`config.mk`:
```
export PLATFORM = sky130hd
export DESIGN_NAME = prmc_top
export DESIGN_NICKNAME = d
export VERILOG_FILES = /design/src/prmc_modulator.v /design/src/prmc_top.v
export VERILOG_INCLUDE_DIRS = /design/src
export SDC_FILE = /design/constraint.sdc
export NUM_CORES = 1
export LEC_CHECK = 0
export ABC_AREA = 1
export ABC_CLOCK_PERIOD_IN_PS = 9200
export BUFFER_PORTS_ARGS = -buffer_cell sky130_fd_sc_hd__buf_2
export CAP_MARGIN = 5
export CORE_MARGIN = 8
export CORE_UTILIZATION = 40
export CTS_CLUSTER_SIZE = 24
export DETAILED_ROUTE_END_ITERATION = 10
export REMOVE_ABC_BUFFERS = 1
export SLEW_MARGIN = 20
export SYNTH_ARGS = -nofsm -noshare
export SYNTH_HDL_FRONTEND = slang
export SYNTH_SLANG_ARGS = --single-unit
```
`constraint.sdc`:
```
create_clock -name clock -period 9.2 [get_ports clock]
set_input_delay 0.46 -clock clock [delete_from_list [all_inputs] [get_ports clock]]
set_output_delay 0.46 -clock clock [all_outputs]
set_load 0.03 [all_outputs]
```
`src/prmc_consts.vh`:
```
/*
 * proximity readout constants: register offsets, field positions,
 * reset values and timing figures.
 * assumes it is included by bare name from the design files.
 */
`ifndef PRMC_CONSTS_VH
`define PRMC_CONSTS_VH

// ----------------------------------------------------------------------
// register offsets
// ----------------------------------------------------------------------
`define PRMC_OFS_RES_HIGH   8'h87
`define PRMC_OFS_RES_LOW    8'h88
`define PRMC_OFS_FREQ_SEL   8'h89
`define PRMC_OFS_MOD_TIMING 8'h8a

// ----------------------------------------------------------------------
// field positions
// ----------------------------------------------------------------------
`define PRMC_FREQ_MSB       1
`define PRMC_FREQ_LSB       0
`define PRMC_DELAY_MSB      7
`define PRMC_DELAY_LSB      5
`define PRMC_DEAD_MSB       2
`define PRMC_DEAD_LSB       0

// ----------------------------------------------------------------------
// reset values and bus address
// ----------------------------------------------------------------------
`define PRMC_FREQ_RESET     2'h2
`define PRMC_DELAY_RESET    3'h0
`define PRMC_DEAD_RESET     3'h0
`define PRMC_RESULT_RESET   16'h0000
`define PRMC_BUS_ADDR       7'h13

// ----------------------------------------------------------------------
// timing
// ----------------------------------------------------------------------
`define PRMC_CLK_PERIOD_NS  4
`define PRMC_TEST_HALF_NS   160
`define PRMC_DELAY_STEP     4
`define PRMC_DEAD_STEP      2
`define PRMC_MEAS_CYCLES    4096

`endif

```
`src/prmc_modulator.v`:
```
/*
 * square-wave ir test signal generator and synchronous evaluator.
 * assumes ir_rx is an asynchronous pin and meas_start is a one-cycle
 * pulse from logic on the same clock.
 */
`timescale 1ns/1ns
`default_nettype none
`include "prmc_consts.vh"

module prmc_modulator #(
    parameter integer MEAS_CYCLES = `PRMC_MEAS_CYCLES
) (
    // clock and reset
    input  wire        clock,
    input  wire        nrst,
    // control
    input  wire        meas_start,
    input  wire [1:0]  freq_sel,
    input  wire [2:0]  delay_sel,
    input  wire [2:0]  dead_sel,
    // optical pins
    output reg         ir_led,
    input  wire        ir_rx,
    // result
    output reg  [15:0] result,
    output reg         meas_busy,
    output reg         meas_done
);
    // ------------------------------------------------------------------
    // derived timing
    // ------------------------------------------------------------------
    localparam [9:0] HALF0 = 10'd`PRMC_TEST_HALF_NS / 10'd`PRMC_CLK_PERIOD_NS; // 40 cycles
    localparam [9:0] DSTEP = 10'd`PRMC_DELAY_STEP;
    localparam [9:0] TSTEP = 10'd`PRMC_DEAD_STEP;

    reg        rx_meta;       // first sync stage, read only by rx_sync
    reg        rx_sync;       // ir input in clock domain
    reg  [1:0] sel_reg;       // frequency latched at start
    reg  [9:0] phase;         // led phase counter
    reg  [31:0] dur;          // cycles left in measurement
    reg signed [23:0] acc;    // correlation sum

    wire [9:0] half  = HALF0 << sel_reg;
    wire [9:0] per   = half << 1;
    wire [9:0] dly   = DSTEP * {7'h00, delay_sel};
    wire [9:0] dtime = TSTEP * {7'h00, dead_sel};
    // reference phase, lagging the led drive by the delay setting
    wire [9:0] q     = (phase >= dly) ? (phase - dly) : (phase + per - dly); // RULE6
    wire       ref_hi = q < half;
    // mask evaluation near both edges of the reference
    wire       masked = (q < dtime) || (q >= per - dtime) ||
                        ((q + dtime >= half) && (q < half + dtime)); // RULE7

    // ------------------------------------------------------------------
    // input synchroniser
    // ------------------------------------------------------------------
    always @(posedge clock or negedge nrst) begin
        if (!nrst) begin
            rx_meta <= 1'b0;
            rx_sync <= 1'b0;
        end else begin
            rx_meta <= ir_rx;
            rx_sync <= rx_meta;
        end
    end

    // ------------------------------------------------------------------
    // measurement sequencer
    // ------------------------------------------------------------------
    // frequency is latched at start so a mid-run write cannot tear the wave
    always @(posedge clock or negedge nrst) begin
        if (!nrst) begin
            sel_reg   <= `PRMC_FREQ_RESET;
            phase     <= 10'h000;
            dur       <= 32'h0000_0000;
            acc       <= 24'sh000000;
            ir_led    <= 1'b0;
            meas_busy <= 1'b0;
            meas_done <= 1'b0;
            result    <= `PRMC_RESULT_RESET;
        end else begin
            meas_done <= 1'b0;
            if (meas_start && !meas_busy) begin
                // new run
                sel_reg   <= freq_sel;
                phase     <= 10'h000;
                dur       <= MEAS_CYCLES;
                acc       <= 24'sh000000;
                meas_busy <= 1'b1;
                ir_led    <= 1'b1;
            end else if (meas_busy) begin
                // square wave at the selected frequency
                phase  <= (phase == per - 10'd1) ? 10'h000 : phase + 10'd1; // RULE5
                ir_led <= ((phase == per - 10'd1) ? 10'h000 : phase + 10'd1) < half; // RULE5
                // in phase counts up, out of phase counts down: ambient cancels
                if (!masked) begin
                    if (ref_hi && rx_sync)
                        acc <= acc + 24'sd1; // RULE5
                    else if (!ref_hi && rx_sync)
                        acc <= acc - 24'sd1; // RULE5
                end
                dur <= dur - 32'd1;
                if (dur == 32'd1) begin
                    meas_busy <= 1'b0;
                    meas_done <= 1'b1;
                    ir_led    <= 1'b0;
                    // clip to the 16-bit result range
                    if (acc < 24'sd0)
                        result <= 16'h0000;
                    else if (acc > 24'sd65535)
                        result <= 16'hffff;
                    else
                        result <= acc[15:0]; // RULE1
                end
            end
        end
    end
endmodule // prmc_modulator
`default_nettype wire

```
`src/prmc_top.v`:
```
/*
 * proximity result and modulator configuration block with its i2c
 * slave register port.
 * assumes scl/sda come from an open-drain bus with external pull-ups,
 * and meas_start comes from the measurement sequencer on this clock.
 */
//
// Contract
// RULE1: proximity result high at 87h, low 88h
// RULE2: result bytes read-only, writes ignored
// RULE3: frequency select field bits 1:0 at 89h
// RULE4: frequency select resets to code 2
// RULE5: drive led square wave, evaluate returned input
// RULE6: delay field bits 7:5 at 8Ah
// RULE7: dead time field bits 2:0 at 8Ah
// RULE8: host should program timing with 129
// RULE9: host addresses first, then reads
// RULE10: pointer advances after each read byte
// RULE11: unused bits read zero, writes ignored
`timescale 1ns/1ns
`default_nettype none
`include "prmc_consts.vh"

module prmc_top #(
    parameter [6:0]  BUS_ADDR    = `PRMC_BUS_ADDR,   // bus address
    parameter integer MEAS_CYCLES = `PRMC_MEAS_CYCLES
) (
    // clock and reset
    input  wire        clock,
    input  wire        nrst,
    // i2c pins
    input  wire        scl_in,
    input  wire        sda_in,
    output wire        sda_out,
    output wire        sda_oe,
    // measurement control
    input  wire        meas_start,
    output wire        meas_busy,
    output wire        meas_done,
    // optical pins
    output wire        ir_led,
    input  wire        ir_rx
);
    // ------------------------------------------------------------------
    // states, one-hot
    // ------------------------------------------------------------------
    localparam [6:0] ST_IDLE = 7'h01;
    localparam [6:0] ST_ADDR = 7'h02;
    localparam [6:0] ST_AACK = 7'h04;
    localparam [6:0] ST_WR   = 7'h08;
    localparam [6:0] ST_WACK = 7'h10;
    localparam [6:0] ST_RD   = 7'h20;
    localparam [6:0] ST_RACK = 7'h40;

    // ------------------------------------------------------------------
    // registers
    // ------------------------------------------------------------------
    reg  [1:0]  freq_reg;       // ir frequency code
    reg  [2:0]  delay_reg;      // modulation delay setting
    reg  [2:0]  dead_reg;       // modulation dead time setting
    reg  [7:0]  ptr_reg;        // register pointer
    reg  [6:0]  state_reg;      // bus state
    reg  [3:0]  bit_reg;        // bit counter
    reg  [7:0]  shift_reg;      // shift register
    reg         rw_reg;         // 1 for read transfer
    reg         first_reg;      // next write byte is the pointer
    reg         nack_reg;       // host refused more data
    reg         oe_reg;         // pull sda low
    reg         scl_meta;       // first sync stage
    reg         scl_sync;
    reg         scl_prev;
    reg         sda_meta;       // first sync stage
    reg         sda_sync;
    reg         sda_prev;
    wire [15:0] result;         // proximity result
    reg  [7:0]  rd_data;        // byte addressed by pointer

    wire scl_rise = scl_sync & ~scl_prev;
    wire scl_fall = ~scl_sync & scl_prev;
    wire bus_start = scl_sync & scl_prev & sda_prev & ~sda_sync;
    wire bus_stop  = scl_sync & scl_prev & ~sda_prev & sda_sync;

    // open drain: only ever pull low
    assign sda_out = 1'b0;
    assign sda_oe  = oe_reg;

    // ------------------------------------------------------------------
    // read map
    // ------------------------------------------------------------------
    // unused bits and unknown offsets read zero
    always @* begin
        case (ptr_reg)
            `PRMC_OFS_RES_HIGH:   rd_data = result[15:8];  // RULE1
            `PRMC_OFS_RES_LOW:    rd_data = result[7:0];   // RULE1
            `PRMC_OFS_FREQ_SEL:   rd_data = {6'h00, freq_reg}; // RULE11
            `PRMC_OFS_MOD_TIMING: rd_data = {delay_reg, 2'h0, dead_reg}; // RULE11
            default:              rd_data = 8'h00;
        endcase
    end

    // ------------------------------------------------------------------
    // pin synchronisers
    // ------------------------------------------------------------------
    always @(posedge clock or negedge nrst) begin
        if (!nrst) begin
            scl_meta <= 1'b1;
            scl_sync <= 1'b1;
            scl_prev <= 1'b1;
            sda_meta <= 1'b1;
            sda_sync <= 1'b1;
            sda_prev <= 1'b1;
        end else begin
            scl_meta <= scl_in;
            scl_sync <= scl_meta;
            scl_prev <= scl_sync;
            sda_meta <= sda_in;
            sda_sync <= sda_meta;
            sda_prev <= sda_sync;
        end
    end

    // ------------------------------------------------------------------
    // i2c slave engine and register writes
    // ------------------------------------------------------------------
    // samples on scl rise, changes sda on scl fall
    always @(posedge clock or negedge nrst) begin
        if (!nrst) begin
            state_reg <= ST_IDLE;
            bit_reg   <= 4'h0;
            shift_reg <= 8'h00;
            rw_reg    <= 1'b0;
            first_reg <= 1'b0;
            nack_reg  <= 1'b0;
            oe_reg    <= 1'b0;
            ptr_reg   <= 8'h00;
            freq_reg  <= `PRMC_FREQ_RESET;  // RULE4
            delay_reg <= `PRMC_DELAY_RESET;
            dead_reg  <= `PRMC_DEAD_RESET;
        end else if (bus_start) begin
            // start or repeated start: pointer kept for the read
            state_reg <= ST_ADDR; // RULE9
            bit_reg   <= 4'h0;
            oe_reg    <= 1'b0;
        end else if (bus_stop) begin
            state_reg <= ST_IDLE;
            oe_reg    <= 1'b0;
        end else begin
            case (state_reg)
                ST_IDLE: begin
                    oe_reg <= 1'b0;
                end
                ST_ADDR: begin
                    if (scl_rise && bit_reg != 4'h8) begin
                        shift_reg <= {shift_reg[6:0], sda_sync};
                        bit_reg   <= bit_reg + 4'h1;
                    end else if (scl_fall && bit_reg == 4'h8) begin
                        if (shift_reg[7:1] == BUS_ADDR) begin
                            // acknowledge own address only
                            oe_reg    <= 1'b1;
                            rw_reg    <= shift_reg[0];
                            state_reg <= ST_AACK;
                        end else begin
                            state_reg <= ST_IDLE;
                        end
                    end
                end
                ST_AACK: begin
                    if (scl_fall) begin
                        bit_reg <= 4'h0;
                        if (rw_reg) begin
                            // first data bit goes out now
                            shift_reg <= {rd_data[6:0], 1'b0};
                            oe_reg    <= ~rd_data[7];
                            bit_reg   <= 4'h1;
                            ptr_reg   <= ptr_reg + 8'h01; // RULE10
                            state_reg <= ST_RD;
                        end else begin
                            oe_reg    <= 1'b0;
                            first_reg <= 1'b1;
                            state_reg <= ST_WR;
                        end
                    end
                end
                ST_WR: begin
                    if (scl_rise && bit_reg != 4'h8) begin
                        shift_reg <= {shift_reg[6:0], sda_sync};
                        bit_reg   <= bit_reg + 4'h1;
                    end else if (scl_fall && bit_reg == 4'h8) begin
                        oe_reg    <= 1'b1;
                        first_reg <= 1'b0;
                        state_reg <= ST_WACK;
                        if (first_reg) begin
                            ptr_reg <= shift_reg; // RULE9
                        end else begin
                            // result bytes and unused bits are not writable
                            if (ptr_reg == `PRMC_OFS_FREQ_SEL)
                                freq_reg <= shift_reg[`PRMC_FREQ_MSB:`PRMC_FREQ_LSB]; // RULE3
                            if (ptr_reg == `PRMC_OFS_MOD_TIMING) begin
                                delay_reg <= shift_reg[`PRMC_DELAY_MSB:`PRMC_DELAY_LSB]; // RULE6
                                dead_reg  <= shift_reg[`PRMC_DEAD_MSB:`PRMC_DEAD_LSB]; // RULE7
                            end
                            ptr_reg <= ptr_reg + 8'h01; // RULE2
                        end
                    end
                end
                ST_WACK: begin
                    if (scl_fall) begin
                        oe_reg    <= 1'b0;
                        bit_reg   <= 4'h0;
                        state_reg <= ST_WR;
                    end
                end
                ST_RD: begin
                    if (scl_fall) begin
                        if (bit_reg == 4'h8) begin
                            // release for the host acknowledge
                            oe_reg    <= 1'b0;
                            state_reg <= ST_RACK;
                        end else begin
                            oe_reg    <= ~shift_reg[7];
                            shift_reg <= {shift_reg[6:0], 1'b0};
                            bit_reg   <= bit_reg + 4'h1;
                        end
                    end
                end
                ST_RACK: begin
                    if (scl_rise) begin
                        nack_reg <= sda_sync;
                    end else if (scl_fall) begin
                        if (nack_reg) begin
                            state_reg <= ST_IDLE;
                        end else begin
                            // next register follows without re-addressing
                            shift_reg <= {rd_data[6:0], 1'b0};
                            oe_reg    <= ~rd_data[7];
                            bit_reg   <= 4'h1;
                            ptr_reg   <= ptr_reg + 8'h01; // RULE10
                            state_reg <= ST_RD;
                        end
                    end
                end
                default: begin
                    state_reg <= ST_IDLE;
                    oe_reg    <= 1'b0;
                end
            endcase
        end
    end

    // ------------------------------------------------------------------
    // modulator and evaluator
    // ------------------------------------------------------------------
    prmc_modulator #(
        .MEAS_CYCLES (MEAS_CYCLES)
    ) u_mod (
        .clock      (clock),
        .nrst       (nrst),
        .meas_start (meas_start),
        .freq_sel   (freq_reg),
        .delay_sel  (delay_reg),
        .dead_sel   (dead_reg),
        .ir_led     (ir_led),
        .ir_rx      (ir_rx),
        .result     (result),
        .meas_busy  (meas_busy),
        .meas_done  (meas_done)
    );
endmodule // prmc_top
`default_nettype wire

```
==> results.md <==
- Result of the run: completed
- Ratio of final minimum period to clock period: roughly 62%
- Crit. End Element: register
- Clock tree from TritonCTS: yes
- Synth Instances: ~1400
- DRC violations left: 0
- Clock period minus worst slack: about 5.7 ns
- Number of endpoints with negative hold slack in the final report: 0
- Total of buffers placed on input and output ports: 9
- Setup slack, reg-to-reg: 3.50 ns
- Power per unit of standard cell area: roughly 370 mW/mm^2
- Total negative setup slack: 0 ns
- Number of hold buffers added after CTS: 0
- Final Core Density: between 40 and 50%
- Violation count after the first detailed-routing iteration: 751
- Antenna violations before repair: 0
- Largest driver fanout on the critical path: 27
- Combined global-route utilization of all metal layers: 17.23%
- Wire length of the first global-routing pass: ~45000 um
- Worst-case setup margin in the final layout: between 3 and 4 ns
- Final setup violating endpoints: 0
- Max_cap viols: 0
- Vertical die dimension: roughly 180 um
- Yosys warning count: 0
- Gpl congestion: approximately 0.9
- Via count of the first global-routing pass: roughly 9000
- Global routing usage on met2: 27.44%
- Overall overflow remaining after global route: 0
- Largest clock skew in the final design: just under 0.01 ns
- Async SR Flop Fraction: 100.0%
- Clock latency reported for the late side of the worst-skew pair: between 0.4 and 0.5 ns
- Register bit total from synthesis: around 130
- Post-synthesis cell type count: 59
- Worst ir drop on vdd: 0.2338 mV
- Actual transition at the worst max-transition pin: 0.9103 ns
- Count of TritonRoute iterations in the first routing pass: 6
- Initial core utilization: between 40% and 50%
- Count of buffers added by post-CTS timing repair for setup: 0
- Number of inserted diodes: 0
- Unrepaired setup endpoints after global routing: false
- Data arrival, critical path: roughly 6 ns
- GR peak layer: met2
- Classification of the worst-slack hold path: primary input to asynchronous set/reset pin
- Critical Path Max Stage Delay: 0.46 ns
- Buffer type at the clock tree root: clkbuf_16
- Worst setup slack before clock tree synthesis: 3.547 ns
- Maximum number of pins on one net before global-route repair: 70
- Cell area after synthesis: between 0.01 and 0.015 sq mm
- Met1 layer usage reported by global route: between 20% and 30%
- Antenna violation net count after detailed routing: 0
- Count of pins on the block boundary: 11
- Final net count: roughly 1600
- Buffer levels on the longest clock path: 2
- Floorplan die area: between 0.03 and 0.04 sq mm
- Final Slew Violations: 0
- Average detailed-routed wire length per instance: roughly 15 um
- Required time of the critical path: approximately 9.5 ns
- Most common flop cell mapped by yosys: dfrtp_1
- Startpoint type of the worst setup path: register
- Critical Path Most Common Cell: nand2_1
- Worst-path cell with the longest stage delay: dfrtp_1
- Routed vias: 9348
- Detailed-placement wirelength estimate: around 20000 um
- Die width: roughly 180 um
- Number of enable-type register cells in the synthesized netlist: 0
- Post-cts repair resize count: 0
- Layout cell share with drive strength beyond 1: roughly 7.7%
- Synthesized area divided by synthesized cell count: around 7.4 sq um
- Critical Setup Path Class: register to register
- Row count: 59
- Register containing the most flip-flops in the final layout: u_mod.dur
- Number of H-tree levels: 4
- Total wirelength of the detailed-routed design: 26320 um
- Growth of design area from synthesis to finish: 9.176%
- Slew headroom: about two fifths
- Max Clk Rate: 175.5 MHz
- Standby leakage power: about 5.6 nW
- Number of sinks on the clock net: 134
- Number of flip-flops in the largest register: 32
- Clock slew at reported path FFs: around 0.070 ns
- Met3 Track Usage GR: approximately 2.5%
- Sequential area share after synthesis: about a third
- Largest registers in the final layout: u_mod.dur: 32 flops, u_mod.acc: 24 flops, u_mod.result: 16 flops
- Core footprint: ~0.026 sq mm
- Detailed-route vias per instance: ~5.2
- Number of CTS-inserted buffers: 17
[cell type report]
cell class | count | area (sq um)
fill | 2647 | 14460
multi-input combinational | 1050 | 6243
sequential | 134 | 3364
inverter | 230 | 863.3
clock buffer | 19 | 452.9
tap | 335 | 419.2
clock inverter | 13 | 171.4
timing repair buffer | 13 | 81.33
[power by group]
| part | switching, W | internal, W |
|---|---|---|
| clock | 0.000287 | 0.000445 |
| sequential | 0.000164 | 0.000731 |
| combinational | 0.00168 | 0.000991 |
| total | 0.00213 | 0.00217 |
[cell usage after synthesis (9+ instances only)]
| master | count | area [sq um] |
|---|---|---|
| dfstp_2 | 9 | 236.5 |
| nor3_1 | 27 | 135.1 |
| nand3_1 | 104 | 520.5 |
| clkbuf_1 | 13 | 48.80 |
| nor2_1 | 111 | 416.7 |
| inv_1 | 226 | 848.3 |
| nand2_1 | 296 | 1111 |
| o22ai_1 | 11 | 68.82 |
| nand3b_1 | 13 | 97.59 |
| xor2_1 | 27 | 236.5 |
| o21ai_0 | 135 | 675.7 |
| nor4_1 | 10 | 62.56 |
| a21oi_1 | 47 | 235.2 |
| nand4_1 | 34 | 212.7 |
| xnor2_1 | 12 | 105.1 |
| nand3_2 | 21 | 210.2 |
| dfrtp_1 | 125 | 3128 |
| o211ai_1 | 13 | 97.59 |
| ha_1 | 105 | 1314 |
[per-layer routing]
layer,vias to the layer above,routed length (um)
met5,-,0
met4,0,459
met3,31,920
met2,183,11840
met1,4344,13100
li1,4790,-
[metrics by stage]
| step | hold WS [ns] | cells | total power, W | area (sq um) |
|---|---|---|---|---|
| floorplan | 0.1644 | 1414 | 0.002957 | 10470 |
| global placement | 0.3468 | 1762 | 0.003546 | 10970 |
| detailed placement | 0.3487 | 1762 | 0.003568 | 10970 |
| CTS | 0.06671 | 1794 | 0.004317 | 11600 |
| global route | 0.09666 | 1794 | 0.004758 | 11600 |
| finish | 0.05938 | 1794 | 0.004299 | 11600 |
[worst paths after layout]
| check | from | to | cells after the start |
|---|---|---|---|
| setup / recovery | u_mod.sel_reg[0] | u_mod.acc[11] | 36 |
| hold / removal | nrst | bit_reg[2] | 1 |
| setup reg to reg | u_mod.sel_reg[0] | u_mod.acc[11] | 36 |
| hold reg to reg | sda_meta | sda_sync | 0 |
| max in group asynchronous | nrst | u_mod.rx_meta | 2 |
| min in group clock | sda_in | sda_meta | 1 |
[layout by cell type (no fill, tap or decap), types with 7 or more instances in the layout]
cell       count
inv_1        226
dfstp_2        9
nor2_1       111
clkbuf_16     17
ha_1         105
xnor2_1       12
nand4_1       34
o211ai_1      13
xor2_1        27
a21oi_1       47
a31oi_1        7
o21ai_0      135
nor3_1        27
buf_2          8
nand3b_1      13
dfrtp_1      125
nand3_1      104
nand3_2       21
nor4_1        10
nand2_1      295
nand2_2        8
o22ai_1       11
[cell families (layout without fill, tap and decap cells)]
logic type	Yosys count	in the layout	share of synthesized area [%]
DFF	134	134	31.68
and+or+nand+nor	652	652	29.14
xor gates and xnor gates	39	39	3.216
AOI/OAI and AO/OA	249	249	13.34
buffers and inverters	255	275	9.565
muxes	1	1	0.09424
other	1	1	0.03531
adders and majority gates	108	108	12.93
[critical path: cells and delay by family, from the launching register on]
kind / cells / cell delay, ns
AND/OR/NAND/NOR: 21 / 1.74
XOR/XNOR: 1 / 0.14
adder cells (fa/ha/maj): 5 / 1.61
AO/OA/AOI/OAI: 5 / 0.75
flip-flops: 1 / 0.46
buffers and inverters: 4 / 0.87
Power figures use the tool's default switching activity.
